### src/nio_pkg.sv
// shared constants for the nibble port set: register map, fields, resets, timing
package nio_pkg;
  // apb register byte offsets
  localparam logic [7:0] OFS_NIB_A = 8'h00;
  localparam logic [7:0] OFS_NIB_B = 8'h04;
  localparam logic [7:0] OFS_NIB_C = 8'h08;
  localparam logic [7:0] OFS_NIB_D = 8'h0C;
  localparam logic [7:0] OFS_NIB_E = 8'h10;
  localparam logic [7:0] OFS_NIB_F = 8'h14;
  localparam logic [7:0] OFS_NIB_G = 8'h18;
  localparam logic [7:0] OFS_NIB_H = 8'h1C;
  localparam logic [7:0] OFS_PAIR_I = 8'h20;
  localparam logic [7:0] OFS_DIR = 8'h24;
  localparam logic [7:0] OFS_PULLUP = 8'h28;
  localparam logic [7:0] OFS_FILTER = 8'h2C;
  // direction register fields
  localparam int DIR_D_LSB = 0;
  localparam int DIR_G_LSB = 4;
  localparam int DIR_C_BIT = 8;
  localparam int DIR_H_BIT = 9;
  localparam int DIR_I_BIT = 10;
  localparam int DIR_W = 11;
  // pull-up group register fields, one bit per group
  localparam int PU_A_BIT = 0;
  localparam int PU_B_BIT = 1;
  localparam int PU_C_BIT = 2;
  localparam int PU_D_BIT = 3;
  localparam int PU_G_BIT = 4;
  localparam int PU_H_BIT = 5;
  localparam int PU_I_BIT = 6;
  localparam int PU_W = 7;
  // filter register field
  localparam int FILT_EN_BIT = 0;
  // reset values
  localparam logic [3:0] RST_OD_LATCH = 4'hF;
  localparam logic [3:0] RST_PP_LATCH = 4'h0;
  localparam logic [1:0] RST_PAIR_LATCH = 2'h0;
  localparam logic [DIR_W-1:0] RST_DIR = 11'h000;
  localparam logic [PU_W-1:0] RST_PULLUP = 7'h00;
  localparam logic RST_FILT_EN = 1'b0;
  // noise filter timing
  localparam int CLK_PERIOD_NS = 10;
  localparam int FILT_TIME_NS = 40;
  localparam int FILT_CYCLES = (FILT_TIME_NS + CLK_PERIOD_NS - 1) / CLK_PERIOD_NS;
  localparam int FILT_CNT_W = 3;
endpackage : nio_pkg

### src/nio_noise_filter.sv
// noise eliminator: passes a level only after it holds for a fixed time
`timescale 1ns/100ps
module nio_noise_filter (
  input wire logic clk_sys,
  input wire logic rst_sync_b,
  input wire logic raw_in,
  output logic clean_out
);
  logic clean_reg;
  logic [nio_pkg::FILT_CNT_W-1:0] cnt_reg;
  logic differs;
  logic expired;

  // a differing level must persist for the whole window before it is taken
  assign differs = raw_in != clean_reg;
  assign expired = cnt_reg == nio_pkg::FILT_CNT_W'(nio_pkg::FILT_CYCLES - 1);
  assign clean_out = clean_reg;

  // any return to the held level restarts the window, so short glitches die
  always_ff @(posedge clk_sys or negedge rst_sync_b) begin
    if (!rst_sync_b) begin
      clean_reg <= 1'b0;
      cnt_reg <= '0;
    end else if (!differs) begin
      cnt_reg <= '0;
    end else if (expired) begin
      clean_reg <= raw_in;
      cnt_reg <= '0;
    end else begin
      cnt_reg <= cnt_reg + 1'b1;
    end
  end
endmodule : nio_noise_filter

### src/nio_pin_group.sv
// driver stage for one port: registered pin drive and read-back selection
`timescale 1ns/100ps
module nio_pin_group #(
  parameter int W = 4,
  parameter bit OPEN_DRAIN = 1'b0
) (
  input wire logic clk_sys,
  input wire logic rst_sync_b,
  input wire logic [W-1:0] latch,
  input wire logic [W-1:0] dir,
  input wire logic [W-1:0] pin_in,
  output logic [W-1:0] pin_out,
  output logic [W-1:0] pin_oe,
  output logic [W-1:0] rd_val
);
  logic [W-1:0] out_reg;
  logic [W-1:0] oe_reg;
  logic [W-1:0] out_next;
  logic [W-1:0] oe_next;

  // open drain only ever sinks: a one in the latch releases the pin
  assign out_next = OPEN_DRAIN ? '0 : latch;
  assign oe_next = OPEN_DRAIN ? ~latch : dir;
  // output bits read back their latch, inputs and open-drain read the wire
  assign rd_val = OPEN_DRAIN ? pin_in : ((dir & latch) | (~dir & pin_in));
  assign pin_out = out_reg;
  assign pin_oe = oe_reg;

  // drive registered so every top output comes from a flip-flop
  always_ff @(posedge clk_sys or negedge rst_sync_b) begin
    if (!rst_sync_b) begin
      out_reg <= '0;
      oe_reg <= '0;
    end else begin
      out_reg <= out_next;
      oe_reg <= oe_next;
    end
  end
endmodule : nio_pin_group

### src/nio_port_top.sv
// nibble port set: apb register slave, pull-up groups, filter and pin drivers
// Functional notes
// - nibble a input only, pull-ups 3:1 grouped
// - noise filter only on nibble b bit0
// - nibbles d and g per-bit direction
// - nibble d pull-ups one four-bit group
// - nibbles b,c,g,h pull-ups grouped per nibble
// - pair i bidirectional, pull-ups grouped together
// - nibbles e,f open drain, pull low only
// - nibbles e,f released after reset
//
// The register offsets and register access over APB were chosen for this implementation.
`timescale 1ns/100ps
module nio_port_top (
  input wire logic clk_sys,
  input wire logic rst_b,
  input wire logic psel,
  input wire logic penable,
  input wire logic pwrite,
  input wire logic [7:0] paddr,
  input wire logic [31:0] pwdata,
  output logic [31:0] prdata,
  output logic pready,
  output logic pslverr,
  input wire logic [3:0] input_nibble_a_in,
  output logic input_nibble_a_pu,
  input wire logic [3:0] input_nibble_b_in,
  output logic input_nibble_b_pu,
  output logic edge_irq_in_zero,
  input wire logic [3:0] io_nibble_c_in,
  output logic [3:0] io_nibble_c_out,
  output logic [3:0] io_nibble_c_oe,
  output logic io_nibble_c_pu,
  input wire logic [3:0] io_nibble_d_in,
  output logic [3:0] io_nibble_d_out,
  output logic [3:0] io_nibble_d_oe,
  output logic io_nibble_d_pu,
  input wire logic [3:0] opendrain_nibble_e_in,
  output logic [3:0] opendrain_nibble_e_out,
  output logic [3:0] opendrain_nibble_e_oe,
  input wire logic [3:0] opendrain_nibble_f_in,
  output logic [3:0] opendrain_nibble_f_out,
  output logic [3:0] opendrain_nibble_f_oe,
  input wire logic [3:0] io_nibble_g_in,
  output logic [3:0] io_nibble_g_out,
  output logic [3:0] io_nibble_g_oe,
  output logic io_nibble_g_pu,
  input wire logic [3:0] io_nibble_h_in,
  output logic [3:0] io_nibble_h_out,
  output logic [3:0] io_nibble_h_oe,
  output logic io_nibble_h_pu,
  input wire logic [1:0] io_pair_i_in,
  output logic [1:0] io_pair_i_out,
  output logic [1:0] io_pair_i_oe,
  output logic io_pair_i_pu
);
  logic rst_meta_reg;
  logic rst_sync_b_reg;
  logic pready_reg;
  logic pslverr_reg;
  logic [31:0] prdata_reg;
  logic [3:0] latch_c_reg;
  logic [3:0] latch_d_reg;
  logic [3:0] latch_e_reg;
  logic [3:0] latch_f_reg;
  logic [3:0] latch_g_reg;
  logic [3:0] latch_h_reg;
  logic [1:0] latch_i_reg;
  logic [nio_pkg::DIR_W-1:0] dir_reg;
  logic [nio_pkg::PU_W-1:0] pu_reg;
  logic filt_en_reg;
  logic irq_zero_reg;
  logic filt_clean;
  logic b0_level;
  logic setup_phase;
  logic wr_take;
  logic [31:0] rd_mux;
  logic [3:0] rd_c;
  logic [3:0] rd_d;
  logic [3:0] rd_e;
  logic [3:0] rd_f;
  logic [3:0] rd_g;
  logic [3:0] rd_h;
  logic [1:0] rd_i;
  logic [3:0] dir_c;
  logic [3:0] dir_h;
  logic [1:0] dir_i;

  // address match, shared by the write strobes and the read mux
  function automatic logic hit(input logic [7:0] addr, input logic [7:0] ofs);
    hit = addr == ofs;
  endfunction : hit

  function automatic logic mapped(input logic [7:0] addr);
    mapped = addr[1:0] == 2'h0 && addr <= nio_pkg::OFS_FILTER;
  endfunction : mapped

  // reset release through two flops; the first is read only by the second
  always_ff @(posedge clk_sys or negedge rst_b) begin
    if (!rst_b) begin
      rst_meta_reg <= 1'b0;
      rst_sync_b_reg <= 1'b0;
    end else begin
      rst_meta_reg <= 1'b1;
      rst_sync_b_reg <= rst_meta_reg;
    end
  end

  // apb: ready one cycle after setup, a write lands only at that edge
  assign setup_phase = psel && !penable;
  assign wr_take = psel && penable && pready_reg && pwrite;
  assign pready = pready_reg;
  assign pslverr = pslverr_reg;
  assign prdata = prdata_reg;

  // nibble b bit0 reads through the filter only when it is selected
  assign b0_level = filt_en_reg ? filt_clean : input_nibble_b_in[0];

  // read selection; reserved bits read zero
  assign rd_mux = hit(paddr, nio_pkg::OFS_NIB_A) ? {28'h0000000, input_nibble_a_in} :
                  hit(paddr, nio_pkg::OFS_NIB_B) ? {28'h0000000, input_nibble_b_in[3:1], b0_level} :
                  hit(paddr, nio_pkg::OFS_NIB_C) ? {28'h0000000, rd_c} :
                  hit(paddr, nio_pkg::OFS_NIB_D) ? {28'h0000000, rd_d} :
                  hit(paddr, nio_pkg::OFS_NIB_E) ? {28'h0000000, rd_e} :
                  hit(paddr, nio_pkg::OFS_NIB_F) ? {28'h0000000, rd_f} :
                  hit(paddr, nio_pkg::OFS_NIB_G) ? {28'h0000000, rd_g} :
                  hit(paddr, nio_pkg::OFS_NIB_H) ? {28'h0000000, rd_h} :
                  hit(paddr, nio_pkg::OFS_PAIR_I) ? {30'h00000000, rd_i} :
                  hit(paddr, nio_pkg::OFS_DIR) ? {21'h000000, dir_reg} :
                  hit(paddr, nio_pkg::OFS_PULLUP) ? {25'h0000000, pu_reg} :
                  hit(paddr, nio_pkg::OFS_FILTER) ? {31'h00000000, filt_en_reg} :
                  32'h00000000;

  // bus answer registers: data is captured in setup and held over access
  always_ff @(posedge clk_sys or negedge rst_sync_b_reg) begin
    if (!rst_sync_b_reg) begin
      pready_reg <= 1'b0;
      pslverr_reg <= 1'b0;
      prdata_reg <= 32'h00000000;
    end else begin
      pready_reg <= setup_phase;
      pslverr_reg <= setup_phase && !mapped(paddr);
      if (setup_phase && !pwrite) begin
        prdata_reg <= rd_mux;
      end
    end
  end

  // output latches; open-drain latches start at one so the pins float
  always_ff @(posedge clk_sys or negedge rst_sync_b_reg) begin
    if (!rst_sync_b_reg) begin
      latch_c_reg <= nio_pkg::RST_PP_LATCH;
      latch_d_reg <= nio_pkg::RST_PP_LATCH;
      latch_e_reg <= nio_pkg::RST_OD_LATCH;
      latch_f_reg <= nio_pkg::RST_OD_LATCH;
      latch_g_reg <= nio_pkg::RST_PP_LATCH;
      latch_h_reg <= nio_pkg::RST_PP_LATCH;
      latch_i_reg <= nio_pkg::RST_PAIR_LATCH;
    end else if (wr_take) begin
      if (hit(paddr, nio_pkg::OFS_NIB_C)) latch_c_reg <= pwdata[3:0];
      if (hit(paddr, nio_pkg::OFS_NIB_D)) latch_d_reg <= pwdata[3:0];
      if (hit(paddr, nio_pkg::OFS_NIB_E)) latch_e_reg <= pwdata[3:0];
      if (hit(paddr, nio_pkg::OFS_NIB_F)) latch_f_reg <= pwdata[3:0];
      if (hit(paddr, nio_pkg::OFS_NIB_G)) latch_g_reg <= pwdata[3:0];
      if (hit(paddr, nio_pkg::OFS_NIB_H)) latch_h_reg <= pwdata[3:0];
      if (hit(paddr, nio_pkg::OFS_PAIR_I)) latch_i_reg <= pwdata[1:0];
    end
  end

  // control registers: every pin comes up as input, pull-ups and filter off
  always_ff @(posedge clk_sys or negedge rst_sync_b_reg) begin
    if (!rst_sync_b_reg) begin
      dir_reg <= nio_pkg::RST_DIR;
      pu_reg <= nio_pkg::RST_PULLUP;
      filt_en_reg <= nio_pkg::RST_FILT_EN;
    end else if (wr_take) begin
      if (hit(paddr, nio_pkg::OFS_DIR)) dir_reg <= pwdata[nio_pkg::DIR_W-1:0];
      if (hit(paddr, nio_pkg::OFS_PULLUP)) pu_reg <= pwdata[nio_pkg::PU_W-1:0];
      if (hit(paddr, nio_pkg::OFS_FILTER)) filt_en_reg <= pwdata[nio_pkg::FILT_EN_BIT];
    end
  end

  // one pull-up switch per group, driven straight from the control flops
  assign input_nibble_a_pu = pu_reg[nio_pkg::PU_A_BIT];
  assign input_nibble_b_pu = pu_reg[nio_pkg::PU_B_BIT];
  assign io_nibble_c_pu = pu_reg[nio_pkg::PU_C_BIT];
  assign io_nibble_d_pu = pu_reg[nio_pkg::PU_D_BIT];
  assign io_nibble_g_pu = pu_reg[nio_pkg::PU_G_BIT];
  assign io_nibble_h_pu = pu_reg[nio_pkg::PU_H_BIT];
  assign io_pair_i_pu = pu_reg[nio_pkg::PU_I_BIT];

  // whole-port direction for c, h and i fans one bit out to every pin
  assign dir_c = {4{dir_reg[nio_pkg::DIR_C_BIT]}};
  assign dir_h = {4{dir_reg[nio_pkg::DIR_H_BIT]}};
  assign dir_i = {2{dir_reg[nio_pkg::DIR_I_BIT]}};

  // filtered interrupt level; the filter sits only on this one pin
  nio_noise_filter u_filt (
    .clk_sys(clk_sys),
    .rst_sync_b(rst_sync_b_reg),
    .raw_in(input_nibble_b_in[0]),
    .clean_out(filt_clean)
  );

  // interrupt level registered; switching the filter in costs its window of latency
  always_ff @(posedge clk_sys or negedge rst_sync_b_reg) begin
    if (!rst_sync_b_reg) begin
      irq_zero_reg <= 1'b0;
    end else begin
      irq_zero_reg <= b0_level;
    end
  end
  assign edge_irq_in_zero = irq_zero_reg;

  // push-pull ports
  nio_pin_group #(.W(4), .OPEN_DRAIN(1'b0)) u_c (
    .clk_sys(clk_sys), .rst_sync_b(rst_sync_b_reg), .latch(latch_c_reg), .dir(dir_c),
    .pin_in(io_nibble_c_in), .pin_out(io_nibble_c_out), .pin_oe(io_nibble_c_oe), .rd_val(rd_c)
  );
  nio_pin_group #(.W(4), .OPEN_DRAIN(1'b0)) u_d (
    .clk_sys(clk_sys), .rst_sync_b(rst_sync_b_reg), .latch(latch_d_reg),
    .dir(dir_reg[nio_pkg::DIR_D_LSB +: 4]),
    .pin_in(io_nibble_d_in), .pin_out(io_nibble_d_out), .pin_oe(io_nibble_d_oe), .rd_val(rd_d)
  );
  nio_pin_group #(.W(4), .OPEN_DRAIN(1'b0)) u_g (
    .clk_sys(clk_sys), .rst_sync_b(rst_sync_b_reg), .latch(latch_g_reg),
    .dir(dir_reg[nio_pkg::DIR_G_LSB +: 4]),
    .pin_in(io_nibble_g_in), .pin_out(io_nibble_g_out), .pin_oe(io_nibble_g_oe), .rd_val(rd_g)
  );
  nio_pin_group #(.W(4), .OPEN_DRAIN(1'b0)) u_h (
    .clk_sys(clk_sys), .rst_sync_b(rst_sync_b_reg), .latch(latch_h_reg), .dir(dir_h),
    .pin_in(io_nibble_h_in), .pin_out(io_nibble_h_out), .pin_oe(io_nibble_h_oe), .rd_val(rd_h)
  );
  nio_pin_group #(.W(2), .OPEN_DRAIN(1'b0)) u_i (
    .clk_sys(clk_sys), .rst_sync_b(rst_sync_b_reg), .latch(latch_i_reg), .dir(dir_i),
    .pin_in(io_pair_i_in), .pin_out(io_pair_i_out), .pin_oe(io_pair_i_oe), .rd_val(rd_i)
  );

  // open-drain ports never drive high; pull-ups are off-chip
  nio_pin_group #(.W(4), .OPEN_DRAIN(1'b1)) u_e (
    .clk_sys(clk_sys), .rst_sync_b(rst_sync_b_reg), .latch(latch_e_reg), .dir(4'h0),
    .pin_in(opendrain_nibble_e_in), .pin_out(opendrain_nibble_e_out),
    .pin_oe(opendrain_nibble_e_oe), .rd_val(rd_e)
  );
  nio_pin_group #(.W(4), .OPEN_DRAIN(1'b1)) u_f (
    .clk_sys(clk_sys), .rst_sync_b(rst_sync_b_reg), .latch(latch_f_reg), .dir(4'h0),
    .pin_in(opendrain_nibble_f_in), .pin_out(opendrain_nibble_f_out),
    .pin_oe(opendrain_nibble_f_oe), .rd_val(rd_f)
  );
endmodule : nio_port_top

### config.mk
export PLATFORM = sky130hd
export DESIGN_NAME = nio_port_top
export DESIGN_NICKNAME = d
export VERILOG_FILES = /design/src/nio_pkg.sv /design/src/nio_noise_filter.sv /design/src/nio_pin_group.sv /design/src/nio_port_top.sv
export SDC_FILE = /design/constraint.sdc
export NUM_CORES = 1
export LEC_CHECK = 0
export ABC_AREA = 1
export BUFFER_PORTS_ARGS = -buffer_cell sky130_fd_sc_hd__buf_2
export CAP_MARGIN = 5
export CORE_MARGIN = 5
export CORE_UTILIZATION = 25
export CTS_CLUSTER_DIAMETER = 200
export CTS_CLUSTER_SIZE = 16
export DETAILED_ROUTE_END_ITERATION = 8
export SYNTH_ARGS = -nofsm -noshare
export SYNTH_HDL_FRONTEND = slang
export SYNTH_SLANG_ARGS = --single-unit
### constraint.sdc
create_clock -name clk_sys -period 7.4 [get_ports clk_sys]
set_clock_uncertainty 0.2 [all_clocks]
set_input_delay 0.37 -clock clk_sys [delete_from_list [all_inputs] [get_ports clk_sys]]
set_output_delay 0.37 -clock clk_sys [all_outputs]
set_load 0.05 [all_outputs]
==> flow_summary.yaml <==
route:
  drt-total-wl_microns: 12800
  dr.pass1.iters: 4
  post_drt_wl_per_cell_microns: 15.9
  detail-route-antenna-nets: 0
  top_layer: "met4"
  drcViolationCount: 0
  route.met3.wl_microns: 1080
  vias_per_cell: 4.15
  drt_iter0_markers: 158
  drt-met1-wl_microns: 5520
  vias: 3354
  route.met2.wl_microns: 6080
global_routing:
  grt_max_degree: 74
  grt_pass1_vias: 3281
  grt_pass1_wl_microns: 18900
  grt_use_total_pct: 12.4
  antenna_found_initial: 1
  grt_overflow: 0
run:
  cap_viol_max_count: 0
die:
  die_h_microns: 143
  die_w_microns: 143
  start_util_pct: 25.5
  core_sq_um: 17400
  dieArea_sq_um: 20500
  rows: 48
  io_pins: 173
finish:
  stdcell_count: 808
  nets: 656
  area_growth_pct: 23.1
  fillers: 1833
  mostFrequentLayoutCell: "buf_2"
  drive_above_1_share_pct: 30.8
  mostFrequentLayoutCells: "buf_2 (122), dfrtp_1 (93), nand2_1 (90)"
  post-route-cell-area_sq_um: 5450
outcome:
  status: "complete, no violations"
timing:
  whs_ns: 0.0438
  min_period_over_period_pct: 34.8
  setup_tns_ns: 0
  grt_setup_unrepaired: "no"
  setup_viol: 0
  max_freq_ghz: 0.388
  hold_viol: 0
  slew_headroom_pct: 38.0
  slew_viol_final: 0
  tightest_slew_ns: 0.930
  finalCriticalPeriod_ns: 2.58
synth:
  synth-edff-count: 0
  yosys_warnings: 0
  ys_ff_latch: 102
  synth_area_sq_um: 4430
  async_flop_share_pct: 100
  synth_top_area_share_pct: 53.1
  synthCells: 454
  syn_avg_cell_area_sq_um: 9.75
  synth.distinct_cells: 36
  ys.flop_type: "dfrtp_1"
  synth_top_area_cell: "dfrtp_1"
  seq_area_frac_synth_pct: 57.9
  synth_area_leaders: "dfrtp_1 (53%), nand2_1 (7.6%), buf_4 (6.1%), dfstp_2 (4.7%), inv_1 (3.9%)"
cts:
  htree_levels: 3
  clk_latency_ns: 0.35
  clkSinkCount: 102
  cts_tree: "built"
  clk_pin_slew_ns: 0.07
  cts_root_buf: "clkbuf_16"
  cts_max_path_buffers: 2
  cts-buffers-inserted: 9
  postCtsSetupBuffers: 0
power_and_ir_drop:
  netSwitchingPower_mw: 0.300
  clockPowerShare_pct: 41.1
  seq_power_share_pct: 49.4
  comb_power_share_pct: 9.4
  p_leak_nw: 2.73
  power_mw: 1.17
  switching_share_pct: 25.7
  peakVddDrop_uv: 124
  internal_power_mw: 0.868
  cellPowerDensity_nw_per_um2: 214
critical_path:
  critical_path.max_fanout: 14
  worstPathArrival_ns: 2.59
  start_kind: "primary input"
  required_ns: 7.42
  path_class: "primary input to flip-flop"
  cp-end-kind: "flip-flop"
placement:
  dp_cells: 788
  gp_congestion: 0.795
  place_hpwl_microns: 9610
  portBuffers: 122
  placed_cell_area_sq_um: 5120
worst_hold_path:
  hold_path.class: "flip-flop to async pin"
## critical path, cell delays in order
cell and delay, ns:
dlygate4sd3_1 0.52, buf_2 0.12, nand3_1 0.08, nor2_2 0.48
nand3_1 0.69, nand2_1 0.25, o21ai_2 0.07
## repair_timing
item,4_1_cts,5_1_grt
setup endpoints to repair,0,0
endpoints found under the hold margin,3,0
hold buffers,2,0
gates resized for setup,0,0
## final cells by class
class / count / area [sq um] / area share [%]
inverters: 48 / 180 / 3.31
repair buffers: 125 / 638 / 11.7
flip-flops and latches: 102 / 2570 / 47.1
clock inverters: 5 / 56.3 / 1.03
well taps: 225 / 282 / 5.17
diodes: 2 / 5.00 / 0.0918
clock buffers: 11 / 243 / 4.45
multi-input cells: 290 / 1480 / 27.1
## synth_stat cells, types with 7 or more instances
cell	number
dfrtp_1	94
nand2_1	90
inv_1	46
buf_4	36
o21ai_0	27
nor2_1	25
nand3_1	21
a21oi_1	18
o211ai_1	13
dfstp_2	8
nand4_1	8
o21ai_1	7
o21ai_2	7
or2_2	7
## routing by layer
metal / up-vias / track usage (%)
met2: 108 / 20.1
met4: 0 / 2.80
met3: 9 / 4.39
met5: - / 0
li1: 1659 / -
met1: 1578 / 16.1
## metrics by stage
| step | utilization, % | setup WS (ns) |
|---|---|---|
| after global placement | 29.5 | 4.94 |
| after global routing | 31.4 | 4.62 |
| after detailed placement | 29.5 | 4.93 |
| after CTS | 31.4 | 4.74 |
| final | 31.4 | 4.82 |
| after floorplan | - | 4.16 |
## path summary, 6_finish.rpt
check                                     from          endpoint  slack [ns]  cells past startpoint
worst min-delay path            rst_sync_b_reg    u_g.pin_out[2]        0.04                      0
worst min register to register  rst_sync_b_reg    u_g.pin_out[2]        0.04                      0
worst max-delay path                   penable         pu_reg[2]        4.82                      7
min in group clk_sys                      psel            pready        0.07                      3
worst max register to register          pready         pu_reg[2]        5.14                      5
max in group asynchronous       rst_sync_b_reg  edge_irq_in_zero        5.70                      1
## power groups by stage
stage | Combinational [mW] | Clock (mW) | Sequential, mW
after CTS | 0.112 | 0.497 | 0.578
after floorplan | 0.0763 | 0 | 0.600
after detailed placement | 0.111 | 0 | 0.589
after global placement | 0.110 | 0 | 0.588
after global routing | 0.120 | 0.516 | 0.579
final | 0.110 | 0.480 | 0.578
## cell families (layout without fill, tap and decap cells)
logic type                 Yosys count  count (layout)  synth area share (%)
adders and majority gates            1               1                 0.283
other                                2              32                 0.170
AOI/OAI and AO/OA                   80              80                  10.9
buffers and inverters               90             189                  11.1
DFF                                102             102                  57.9
xor gates and xnor gates             1               1                 0.198
muxes                                6               6                  1.41
and+or+nand+nor                    172             172                  18.1
Note: power is estimated with default switching activity, not from simulation.
